--- config.mk ---
export PLATFORM = sky130hd
export DESIGN_NAME = qsg_questionable_status
export DESIGN_NICKNAME = d
export VERILOG_FILES = /design/src/shared/qsg_pkg.sv /design/src/logic/qsg_questionable_status.sv
export SDC_FILE = /design/constraint.sdc
export NUM_CORES = 1
export LEC_CHECK = 0
export CORE_ASPECT_RATIO = 0.7
export CORE_MARGIN = 8
export CORE_UTILIZATION = 44
export CTS_CLUSTER_DIAMETER = 150
export CTS_CLUSTER_SIZE = 16
export DETAILED_ROUTE_END_ITERATION = 6
export DONT_BUFFER_PORTS = 1
export SYNTH_ARGS = -nofsm -noshare
export SYNTH_HDL_FRONTEND = slang
export SYNTH_SLANG_ARGS = --single-unit
--- constraint.sdc ---
create_clock -name sys_clk -period 4 [get_ports sys_clk]
set_clock_uncertainty 0.05 [all_clocks]
set_input_delay 0.2 -clock sys_clk [delete_from_list [all_inputs] [get_ports sys_clk]]
set_output_delay 0.2 -clock sys_clk [all_outputs]
set_load 0.01 [all_outputs]
--- src/shared/qsg_pkg.sv ---
// How it works
// - Condition register mirrors live status, read-only
// - Unused condition bits always read zero
// - Bit 3 carries power subgroup summary
// - Bit 4 set while detector still cold
// - Bit 5 carries frequency subgroup summary
// - Bit 7 carries modulation subgroup summary
// - Bit 8 carries calibration subgroup summary
// - Bit 9 set on power-up self-test failure
// - Self-test bit holds until power-on reset
// - Bit 12 carries bit error tester summary
// - Condition query returns sum of set bits
// - Transition filters select rising/falling edges per bit
// - Filters written as weight sum, read back
// - Event bits latch filtered transitions until cleared
// - Event query returns contents then clears
// - Enabled set events drive status byte bit 3
// - Power enabled events form condition bit 3
`default_nettype none
package qsg_pkg;
    localparam int REG_W = 16;
    localparam int POWER_BIT = 3;
    localparam int COLD_BIT = 4;
    localparam int FREQ_BIT = 5;
    localparam int MOD_BIT = 7;
    localparam int CAL_BIT = 8;
    localparam int SELF_TEST_BIT = 9;
    localparam int ERR_TEST_BIT = 12;
    localparam logic [15:0] USED_MASK = 16'h13B8;
    localparam logic [15:0] PTR_RESET = 16'h13B8;
    localparam logic [15:0] NTR_RESET = 16'h0000;
    localparam logic [15:0] ENABLE_RESET = 16'h0000;
    localparam logic [15:0] EVENT_RESET = 16'h0000;
    localparam logic [15:0] COND_RESET = 16'h0000;
    localparam logic [15:0] RSP_RESET = 16'h0000;
    localparam logic SELF_TEST_RESET = 1'h0;
    localparam logic FLAG_RESET = 1'h0;

    typedef enum logic [3:0] {
        OP_QUERY_COND,
        OP_QUERY_EVENT,
        OP_WRITE_PTR,
        OP_QUERY_PTR,
        OP_WRITE_NTR,
        OP_QUERY_NTR,
        OP_WRITE_ENABLE,
        OP_QUERY_ENABLE,
        OP_WRITE_COND,
        OP_CLEAR_STATUS
    } qsg_op_e;

    typedef struct packed {
        qsg_op_e op;
        logic [15:0] value;
    } qsg_cmd_s;

    typedef struct packed {
        logic [15:0] events;
        logic [15:0] enable;
    } qsg_subgroup_s;

    typedef struct packed {
        qsg_subgroup_s power;
        qsg_subgroup_s freq;
        qsg_subgroup_s modul;
        qsg_subgroup_s cal;
        qsg_subgroup_s bitErrorTester;
    } qsg_subgroups_s;
endpackage
`default_nettype wire

--- src/logic/qsg_questionable_status.sv ---
`default_nettype none
module qsg_questionable_status
    import qsg_pkg::*;
(
    // Clock and reset
    input wire logic sys_clk,
    input wire logic resetn,
    // Parsed remote commands
    input wire logic cmdValid,
    input var qsg_cmd_s cmd,
    // Answers to queries
    output logic rspValid,
    output logic [15:0] rspData,
    // Live status from same-clock logic
    input var qsg_subgroups_s subgroups,
    input wire logic detectorCold,
    input wire logic selfTestFail,
    // Status byte summary and register views
    output logic questionableSummary,
    output logic [15:0] conditionView,
    output logic [15:0] eventView
);

    // OR of a subgroup's enabled event bits
    function automatic logic summaryOf(input qsg_subgroup_s g);
        return |(g.events & g.enable);
    endfunction

    // True for the ops that put an answer on the response port
    function automatic logic answers(input qsg_op_e op);
        return op inside {OP_QUERY_COND, OP_QUERY_EVENT, OP_QUERY_PTR,
            OP_QUERY_NTR, OP_QUERY_ENABLE};
    endfunction

    logic selfTest_reg, selfTest_next;
    logic [15:0] cond_reg, cond_next;
    logic [15:0] ptr_reg, ptr_next;
    logic [15:0] ntr_reg, ntr_next;
    logic [15:0] enable_reg, enable_next;
    logic [15:0] event_reg, event_next;
    logic rspValid_reg, rspValid_next;
    logic [15:0] rspData_reg, rspData_next;
    logic summary_reg, summary_next;
    logic [15:0] rise, fall, caught;
    logic wrPtr, wrNtr, wrEnable, clearEvents, isQuery;
    logic [15:0] answer;
    logic powerSum, freqSum, modSum, calSum, errTestSum;

    // Command decode; one command per cycle at most
    always_comb
    begin
        wrPtr = 1'h0;
        wrNtr = 1'h0;
        wrEnable = 1'h0;
        clearEvents = 1'h0;
        isQuery = 1'h0;
        answer = rspData_reg;
        if (cmdValid)
        begin
            isQuery = answers(cmd.op);
            unique case (cmd.op)
                OP_QUERY_COND:
                begin
                    answer = cond_reg;
                end
                OP_QUERY_EVENT:
                begin
                    answer = event_reg;
                    clearEvents = 1'h1;
                end
                OP_WRITE_PTR:
                begin
                    wrPtr = 1'h1;
                end
                OP_QUERY_PTR:
                begin
                    answer = ptr_reg;
                end
                OP_WRITE_NTR:
                begin
                    wrNtr = 1'h1;
                end
                OP_QUERY_NTR:
                begin
                    answer = ntr_reg;
                end
                OP_WRITE_ENABLE:
                begin
                    wrEnable = 1'h1;
                end
                OP_QUERY_ENABLE:
                begin
                    answer = enable_reg;
                end
                // Condition is hardware-owned; writes are dropped
                OP_WRITE_COND: ;
                // Self-test bit, filters and enable are kept
                OP_CLEAR_STATUS:
                begin
                    clearEvents = 1'h1;
                end
                default: ;
            endcase
        end
    end

    // Self-test latch: only power-on reset drops it, clear-status never
    always_comb
    begin
        selfTest_next = selfTest_reg | selfTestFail;
    end

    always_ff @(posedge sys_clk or negedge resetn)
    begin
        if (!resetn)
        begin
            selfTest_reg <= SELF_TEST_RESET;
        end
        else
        begin
            selfTest_reg <= selfTest_next;
        end
    end

    // Subgroup summaries, rebuilt every cycle from enabled events
    always_comb
    begin
        powerSum = summaryOf(subgroups.power);
        freqSum = summaryOf(subgroups.freq);
        modSum = summaryOf(subgroups.modul);
        calSum = summaryOf(subgroups.cal);
        errTestSum = summaryOf(subgroups.bitErrorTester);
    end

    // Condition mirror, one cycle behind the live inputs
    always_comb
    begin
        cond_next = COND_RESET;
        cond_next[POWER_BIT] = powerSum;
        cond_next[COLD_BIT] = detectorCold;
        cond_next[FREQ_BIT] = freqSum;
        cond_next[MOD_BIT] = modSum;
        cond_next[CAL_BIT] = calSum;
        cond_next[SELF_TEST_BIT] = selfTest_next;
        cond_next[ERR_TEST_BIT] = errTestSum;
        cond_next = cond_next & USED_MASK;
    end

    always_ff @(posedge sys_clk or negedge resetn)
    begin
        if (!resetn)
        begin
            cond_reg <= COND_RESET;
        end
        else
        begin
            cond_reg <= cond_next;
        end
    end

    // Rising-edge filter; unused bits store but can never fire
    always_comb
    begin
        ptr_next = ptr_reg;
        if (wrPtr)
        begin
            ptr_next = cmd.value;
        end
    end

    always_ff @(posedge sys_clk or negedge resetn)
    begin
        if (!resetn)
        begin
            ptr_reg <= PTR_RESET;
        end
        else
        begin
            ptr_reg <= ptr_next;
        end
    end

    // Falling-edge filter
    always_comb
    begin
        ntr_next = ntr_reg;
        if (wrNtr)
        begin
            ntr_next = cmd.value;
        end
    end

    always_ff @(posedge sys_clk or negedge resetn)
    begin
        if (!resetn)
        begin
            ntr_reg <= NTR_RESET;
        end
        else
        begin
            ntr_reg <= ntr_next;
        end
    end

    // Event enable mask for the status byte summary
    always_comb
    begin
        enable_next = enable_reg;
        if (wrEnable)
        begin
            enable_next = cmd.value;
        end
    end

    always_ff @(posedge sys_clk or negedge resetn)
    begin
        if (!resetn)
        begin
            enable_reg <= ENABLE_RESET;
        end
        else
        begin
            enable_reg <= enable_next;
        end
    end

    // Edge filter and event latch; an edge in the clearing cycle wins
    always_comb
    begin
        rise = cond_next & ~cond_reg & ptr_reg;
        fall = ~cond_next & cond_reg & ntr_reg;
        caught = rise | fall;
        if (clearEvents)
        begin
            event_next = caught;
        end
        else
        begin
            event_next = event_reg | caught;
        end
    end

    always_ff @(posedge sys_clk or negedge resetn)
    begin
        if (!resetn)
        begin
            event_reg <= EVENT_RESET;
        end
        else
        begin
            event_reg <= event_next;
        end
    end

    // Query answers; data holds until the next query
    always_comb
    begin
        rspValid_next = isQuery;
        rspData_next = answer;
    end

    always_ff @(posedge sys_clk or negedge resetn)
    begin
        if (!resetn)
        begin
            rspValid_reg <= FLAG_RESET;
            rspData_reg <= RSP_RESET;
        end
        else
        begin
            rspValid_reg <= rspValid_next;
            rspData_reg <= rspData_next;
        end
    end

    // Summary moves on the same edge as the events behind it
    always_comb
    begin
        summary_next = |(event_next & enable_next);
    end

    always_ff @(posedge sys_clk or negedge resetn)
    begin
        if (!resetn)
        begin
            summary_reg <= FLAG_RESET;
        end
        else
        begin
            summary_reg <= summary_next;
        end
    end

    assign rspValid = rspValid_reg;
    assign rspData = rspData_reg;
    assign questionableSummary = summary_reg;
    assign conditionView = cond_reg;
    assign eventView = event_reg;

endmodule // qsg_questionable_status
`default_nettype wire

==> reports/metrics.cfg, run 1 <==
[status]
status = finished, final reports clean

[hold_path]
holdPathEnd = eventView[4]$_DFF_PN0_
worstHoldStart = detectorCold
worstHoldPathCells = 2
hp-class = in2reg

[global_routing]
grt_max_degree = 90
grtUsageMet2_pct = 28.73
grt_busiest_layer = met2
met3_usage_pct = 9.795
grt_antenna_before_repair = 0
grt_use_total_pct = 20.41
grt_overflow = 0
grt_pass1_wl_mm = 20.73
gr-usage-met1_pct = 27.69
grt_pass1_vias = 3456

[timing]
hold_viol = 0
drv_slew = 0
period_needed_ps = 1814
grt_setup_unrepaired = no
max-slew-margin-rel_pct = 43.85
tns_ps = 0
max_slew.worst_pin.slew_ps = 842.3
setup_viol = 0
fmax_mhz = 551.1
timing.final.crit_share_pct = 45.36

[finish]
drive_above_1_share_pct = 22.97
final_cells = 498
layout-area-overhead-vs-synth_pct = 15.47
n_antenna_cell = 0
nets = 550
finalInstanceArea_sq_mm = 0.004883

[synthesis]
synth.area.top_cells = dfrtp_1 49%, mux2_2 12%, dfstp_2 4.3%
synthFlopType = dfrtp_1
synth_edf_count = 0
synthCells = 343
yosysSeqAreaShare_pct = 52.87
ys_ff_latch = 89
ys_async_sr_fraction_pct = 100.0
yosysWarnings = 0
synth_most_common_cell = dfrtp_1
synth_top_area_share_pct = 48.52
yosys.cell_types.count = 39
syn_avg_cell_area_sq_um = 12.33
netlist_area_sq_mm = 0.004229
yosysTopAreaCell = dfrtp_1
synth_common_cells = 82 x dfrtp_1, 44 x mux2_2, 20 x a22oi_1, 20 x nand2_1, 17 x a222oi_1

[worst_setup_path]
cpMaxStageDelayCell = nor2_4
start_kind = input port
rrSetupSlack_ps = 2430
reg2regPathDepth = 6
crit_chain = nand3b_2 -> nor2_4 -> mux2_2 -> a22oi_1 -> nand4_1 -> nor2_1 -> nand4_1
r2r_end = questionableSummary$_DFF_PN0_
critical_path.most_common_cell = nand4_1
path_max_fanout = 16
r2r-start = conditionView[4]$_DFF_PN0_
cp.arrival_ps = 1960
critical_path_required_ps = 4150
crit_path_max_incr_delay_ps = 460
path_class = in2reg
endpoint_kind = register

[place]
dp_cells = 462
port_buffers = 0
placed_area_sq_mm = 0.004320
dp_hpwl_mm = 9.832
gp_congestion = 0.8332

[detailed_routing]
routed_wl_mm = 13.45
ant_nets = 0
vias = 3159
viasPerCell = 6.343
wire_per_inst_microns = 27.00
first_pass_iters = 5
drtIter0Drc = 234
drc = 0

[clocking]
cts_max_path_buffers = 2
h-tree-depth = 3
clock_latency_ps = 340
clkTransAtPathRegs_ps = 60
cts_tree = yes
postCtsSetupRepairBufs = 0
cts_buffers = 9
cts.sinks = 89
root_buffer = clkbuf_16

[die]
core_area_sq_mm = 0.009534
die_x_microns = 133.2
boundaryPins = 235
fp-row-count = 30
start_util_pct = 44.36
die_h_microns = 98.03
dieArea_sq_mm = 0.01306

[pwr]
p_per_area_mw_per_mm2 = 502.9
power.leakage_nw = 2.129
peakVddDrop_mv = 0.2353

[run]
maxCapViolCount = 0

[where the power goes]
part	internal [W]	total (W)	switching [W]
clock network	0.000627	0.000968	0.000342
logic	0.000170	0.000301	0.000131
registers	0.00106	0.00119	0.000122
[final cells by class]
cell class / instances / area, sq um
Clock buffer: 11 / 242.7
Clock inverter: 5 / 102.6
Fill cell: 854 / 4651
Inverter: 8 / 30.03
Multi-Input combinational cell: 231 / 1849
Sequential cell: 89 / 2236
Tap cell: 128 / 160.2
Timing Repair Buffer: 26 / 262.8
[per-stage QoR]
stage / hold slack (ps) / util [%] / setup slack, ps / power (W)
3_3_place_gp: -143.1 / 45.32 / 1882 / 0.001448
5_1_grt: 27.74 / 51.22 / 2060 / 0.002562
2_1_floorplan: -145.6 / - / 2183 / 0.001392
3_5_place_dp: -143.0 / 45.32 / 1805 / 0.001463
6_report: 22.15 / 51.22 / 2186 / 0.002456
4_1_cts: 6.193 / 51.22 / 2174 / 0.002476
[metal layers]
layer  vias up  wire, microns
met5         -              0
met4         0            144
met3        22           1362
met2       159           5869
met1      1606           6068
li1       1372              -
[kinds of logic after synthesis]
logic type             share of synthesized area, %
buffers and inverters                         4.201
DFF                                           52.87
AOI/OAI and AO/OA                             20.83
muxes                                         13.14
other                                       0.08867
and+or+nand+nor                               8.876
[cells in the final DEF, fill, tap and decap left out, types with 2 or more instances in the layout]
cell | synthesis | layout
nor3_2 | 2 | 2
nand2b_1 | 6 | 6
nand2_1 | 20 | 20
o211ai_1 | 2 | 2
dfrtp_1 | 82 | 82
nor2_1 | 5 | 5
a222oi_1 | 17 | 17
a21o_1 | 16 | 16
a221oi_1 | 16 | 16
a32oi_1 | 3 | 3
dlygate4sd3_1 | 0 | 19
and4_1 | 3 | 3
nand4_1 | 5 | 5
mux2_4 | 4 | 4
mux2_2 | 44 | 44
nand3b_1 | 3 | 3
and2_1 | 9 | 9
o21ai_1 | 3 | 2
bufinv_16 | 0 | 3
a22o_1 | 16 | 16
a21oi_1 | 16 | 16
buf_4 | 12 | 6
inv_1 | 8 | 8
a22oi_1 | 20 | 20
clkbuf_16 | 0 | 9
dfstp_2 | 7 | 7
conb_1 | 1 | 9
[what timing repair did]
item	CTS	global route
hold buffers	20	0
hold endpoints to repair	139	0
resized for setup	0	0
[how the worst max path moves through the flow]
stage	start	end
3_3_place_gp	cmd[19]	questionableSummary$_DFF_PN0_
5_1_grt	cmd[19]	questionableSummary$_DFF_PN0_
4_1_cts	cmd[19]	questionableSummary$_DFF_PN0_
2_1_floorplan	cmd[16]	questionableSummary$_DFF_PN0_
6_report	cmd[19]	questionableSummary$_DFF_PN0_
3_5_place_dp	cmd[19]	questionableSummary$_DFF_PN0_
[worst max-delay path: cells and delay by family]
| kind | cells | cell delay [ps] |
|---|---|---|
| and+or+nand+nor | 5 | 1050 |
| AOI/OAI and AO/OA | 1 | 270 |
| muxes | 1 | 420 |
Power figures use the tool's default switching activity.
==> run 2, diff against run 1 <==
ABC_AREA = 1   (was not set)
clock period = 1.75 ns   (was 4 ns; I/O delays follow)
==> run 2 against run 1 <==
The flow now finishes with violations (negative hold slack). Critical path type unchanged. Sequential share of layout area fell by 5.2 points. Combinational power rose to 2.6 times the previous value. Final cell count rose by 66%.
==> reports/metrics.cfg, run 2 <==
[status]
status = finished, violations left
violations = negative hold slack

[synthesis]
netlist_area_sq_mm = 0.004638  ; +9.7%
yosysTopAreaCell = dfrtp_1
synth_most_common_cell = nand2_1
synth_common_cells = 286 x nand2_1, 82 x dfrtp_1, 66 x nor2_1
ys_ff_latch = 89  ; unchanged
synthCells = 647  ; +89%
syn_avg_cell_area_sq_um = 7.169  ; -42%
ys_async_sr_fraction_pct = 100.0  ; unchanged
synthFlopType = dfrtp_1
yosysSeqAreaShare_pct = 48.21  ; -4.7 points
yosys.cell_types.count = 28  ; -28%
synth.area.top_cells = dfrtp_1 44%, nand2_1 23%, nor2_1 5.3%
synth_top_area_share_pct = 44.24  ; -4.3 points
yosysWarnings = 0  ; unchanged
synth_edf_count = 0  ; unchanged

[clocking]
cts.sinks = 89  ; unchanged
cts_tree = yes
cts_max_path_buffers = 2  ; unchanged
cts_buffers = 9  ; unchanged
cts_hold_repair.buffers = 41  ; +110%
clock_latency_ps = 340  ; about the same
root_buffer = clkbuf_16
h-tree-depth = 3  ; unchanged
clkTransAtPathRegs_ps = 60  ; about the same

[pwr]
p_per_area_mw_per_mm2 = 1000  ; +99%
peakVddDrop_mv = 0.6341  ; +170%
power.leakage_nw = 2.830  ; +33%

[finish]
n_antenna_cell = 0  ; unchanged
nFillCells = 983  ; +15%
layout_commonest_cell = nand2_1
layout_common_cells = 284 x nand2_1, 82 x dfrtp_1, 64 x nor2_1
drive_above_1_share_pct = 8.178  ; -15 points
layout-area-overhead-vs-synth_pct = 18.78
nets = 878  ; +60%
finalInstanceArea_sq_mm = 0.005509  ; +13%

[timing]
fmax_mhz = 709.2
hold_ws_ps = -616.9  ; -639.1 ps
tns_ps = 0  ; unchanged
grt_setup_unrepaired = no
hold_viol = 89  ; +89
period_needed_ps = 1410
timing.final.crit_share_pct = 80.58
drv_slew = 0  ; unchanged
setup_viol = 0  ; unchanged

[detailed_routing]
viasPerCell = 5.087  ; -20%
first_pass_iters = 5  ; unchanged
ant_nets = 0  ; unchanged
routed_wl_mm = 14.32  ; +6.5%
drtIter0Drc = 293  ; +25%
drc = 0  ; unchanged
wire_per_inst_microns = 17.28  ; -36%
vias = 4217  ; +33%

[global_routing]
grt_pass1_vias = 4320  ; +25%
grt_use_total_pct = 20.57  ; +0.15 points
grt_overflow = 0  ; unchanged
grt_antenna_before_repair = 0  ; unchanged
grt_max_degree = 90  ; unchanged
grt_pass1_wl_mm = 22.97  ; +11%

[worst_setup_path]
path_class = in2reg
endpoint_kind = register
path_max_fanout = 2  ; -14
critical_path_required_ps = 1940  ; -2210 ps
start_kind = input port
cp.arrival_ps = 1600  ; -360 ps

[die]
core_area_sq_mm = 0.01032  ; +8.2%
die_x_microns = 138.7  ; +4.2%
dieArea_sq_mm = 0.01414  ; +8.3%
start_util_pct = 44.96  ; +0.60 points
boundaryPins = 235  ; unchanged
fp-row-count = 31  ; +3.3%
die_h_microns = 101.9  ; +4.0%

[hold_path]
hp-class = in2async

[place]
gp_congestion = 0.8223  ; -1.3%
placed_area_sq_mm = 0.004796  ; +11%
port_buffers = 0  ; unchanged
dp_hpwl_mm = 11.10  ; +13%

[run]
maxCapViolCount = 0  ; unchanged

[run 2: changes by cell type in the layout (fill, tap and decap cells not counted), moves of 9 or more]
| cell | delta |
|---|---|
| a21o_1 | -15 |
| a221oi_1 | -9 |
| a222oi_1 | -17 |
| a22o_1 | -16 |
| a22oi_1 | -20 |
| dlygate4sd3_1 | +18 |
| inv_1 | +53 |
| mux2_2 | -41 |
| nand2_1 | +264 |
| nand3_1 | +12 |
| nor2_1 | +59 |
| o21ai_0 | +46 |
[run 2: what timing repair did]
action,in CTS,in global routing
hold endpoints to repair,146,89
setup endpoints to repair,0,1
buffers inserted,0,1
resized for setup,0,7
[run 2: path summary, 6_finish.rpt]
path                                            start                             to  slack, ps  cells past startpoint
setup / recovery                       subgroups[105]     conditionView[5]$_DFF_PN0_        340                      8
hold / removal                                 resetn         rspData[5]$_DFFE_PN0P_       -620                      0
setup reg to reg           conditionView[4]$_DFF_PN0_  questionableSummary$_DFF_PN0_        380                      9
hold reg to reg                ntr_reg[1]$_DFFE_PN0P_         ntr_reg[1]$_DFFE_PN0P_        440                      2
max in group asynchronous                      resetn         ptr_reg[4]$_DFFE_PN1P_       2030                      0
min in group sys_clk                    subgroups[79]     conditionView[7]$_DFF_PN0_         10                      6
[run 2: logic make-up (layout without fill, tap and decap cells)]
family	after synthesis	in the layout	synth area share, %
other	1	9	0.08085
AOI/OAI and AO/OA	81	81	9.927
and+or+nand+nor	384	384	32.75
muxes	3	3	0.7283
buffers and inverters	89	131	8.309
DFF	89	89	48.21
[run 2: metal layers]
metal  share of wire (%)  routed length [microns]  GRT usage (%)
met1                  46                     6652          26.61
met2                  44                     6290          32.28
met3                 9.0                     1295          8.399
met4                0.59                       85          3.610
met5                   0                        0              0
[run 2: worst max-delay path: stages]
cell	delay, ps
dlygate4sd3_1	530
nand2_1	60
nand2_1	40
nor2_1	80
nand2_1	80
nor2_1	130
dlygate4sd3_1	560
inv_1	40
[run 2: final cells by class]
class,count,area [sq um],share of cell area [%]
flip-flops and latches,89,2236,40.59
multi-input cells,477,2077,37.70
repair buffers,50,467.9,8.494
clock buffers,13,280.3,5.087
inverters,66,247.7,4.497
well taps,132,165.2,2.998
clock inverters,2,35.03,0.6359
[run 2: stage by stage]
step	total power (W)	utilization [%]	cells	hold WS [ps]	worst slack, ps
3_5_place_dp	0.003450	46.48	776	-255.1	366.5
3_3_place_gp	0.003422	46.48	776	-255.4	351.4
2_1_floorplan	0.003237	-	655	-258.1	528.5
6_report	0.005512	53.40	829	-616.9	339.9
5_1_grt	0.005817	53.40	829	-631.4	196.3
4_1_cts	0.005565	53.52	832	-627.0	21.76
[run 2: report_power, final]
| part | switching (W) | internal [W] |
|---|---|---|
| combinational | 0.000455 | 0.000343 |
| sequential | 0.000268 | 0.00243 |
| clock | 0.000766 | 0.00125 |
| total | 0.00149 | 0.00402 |
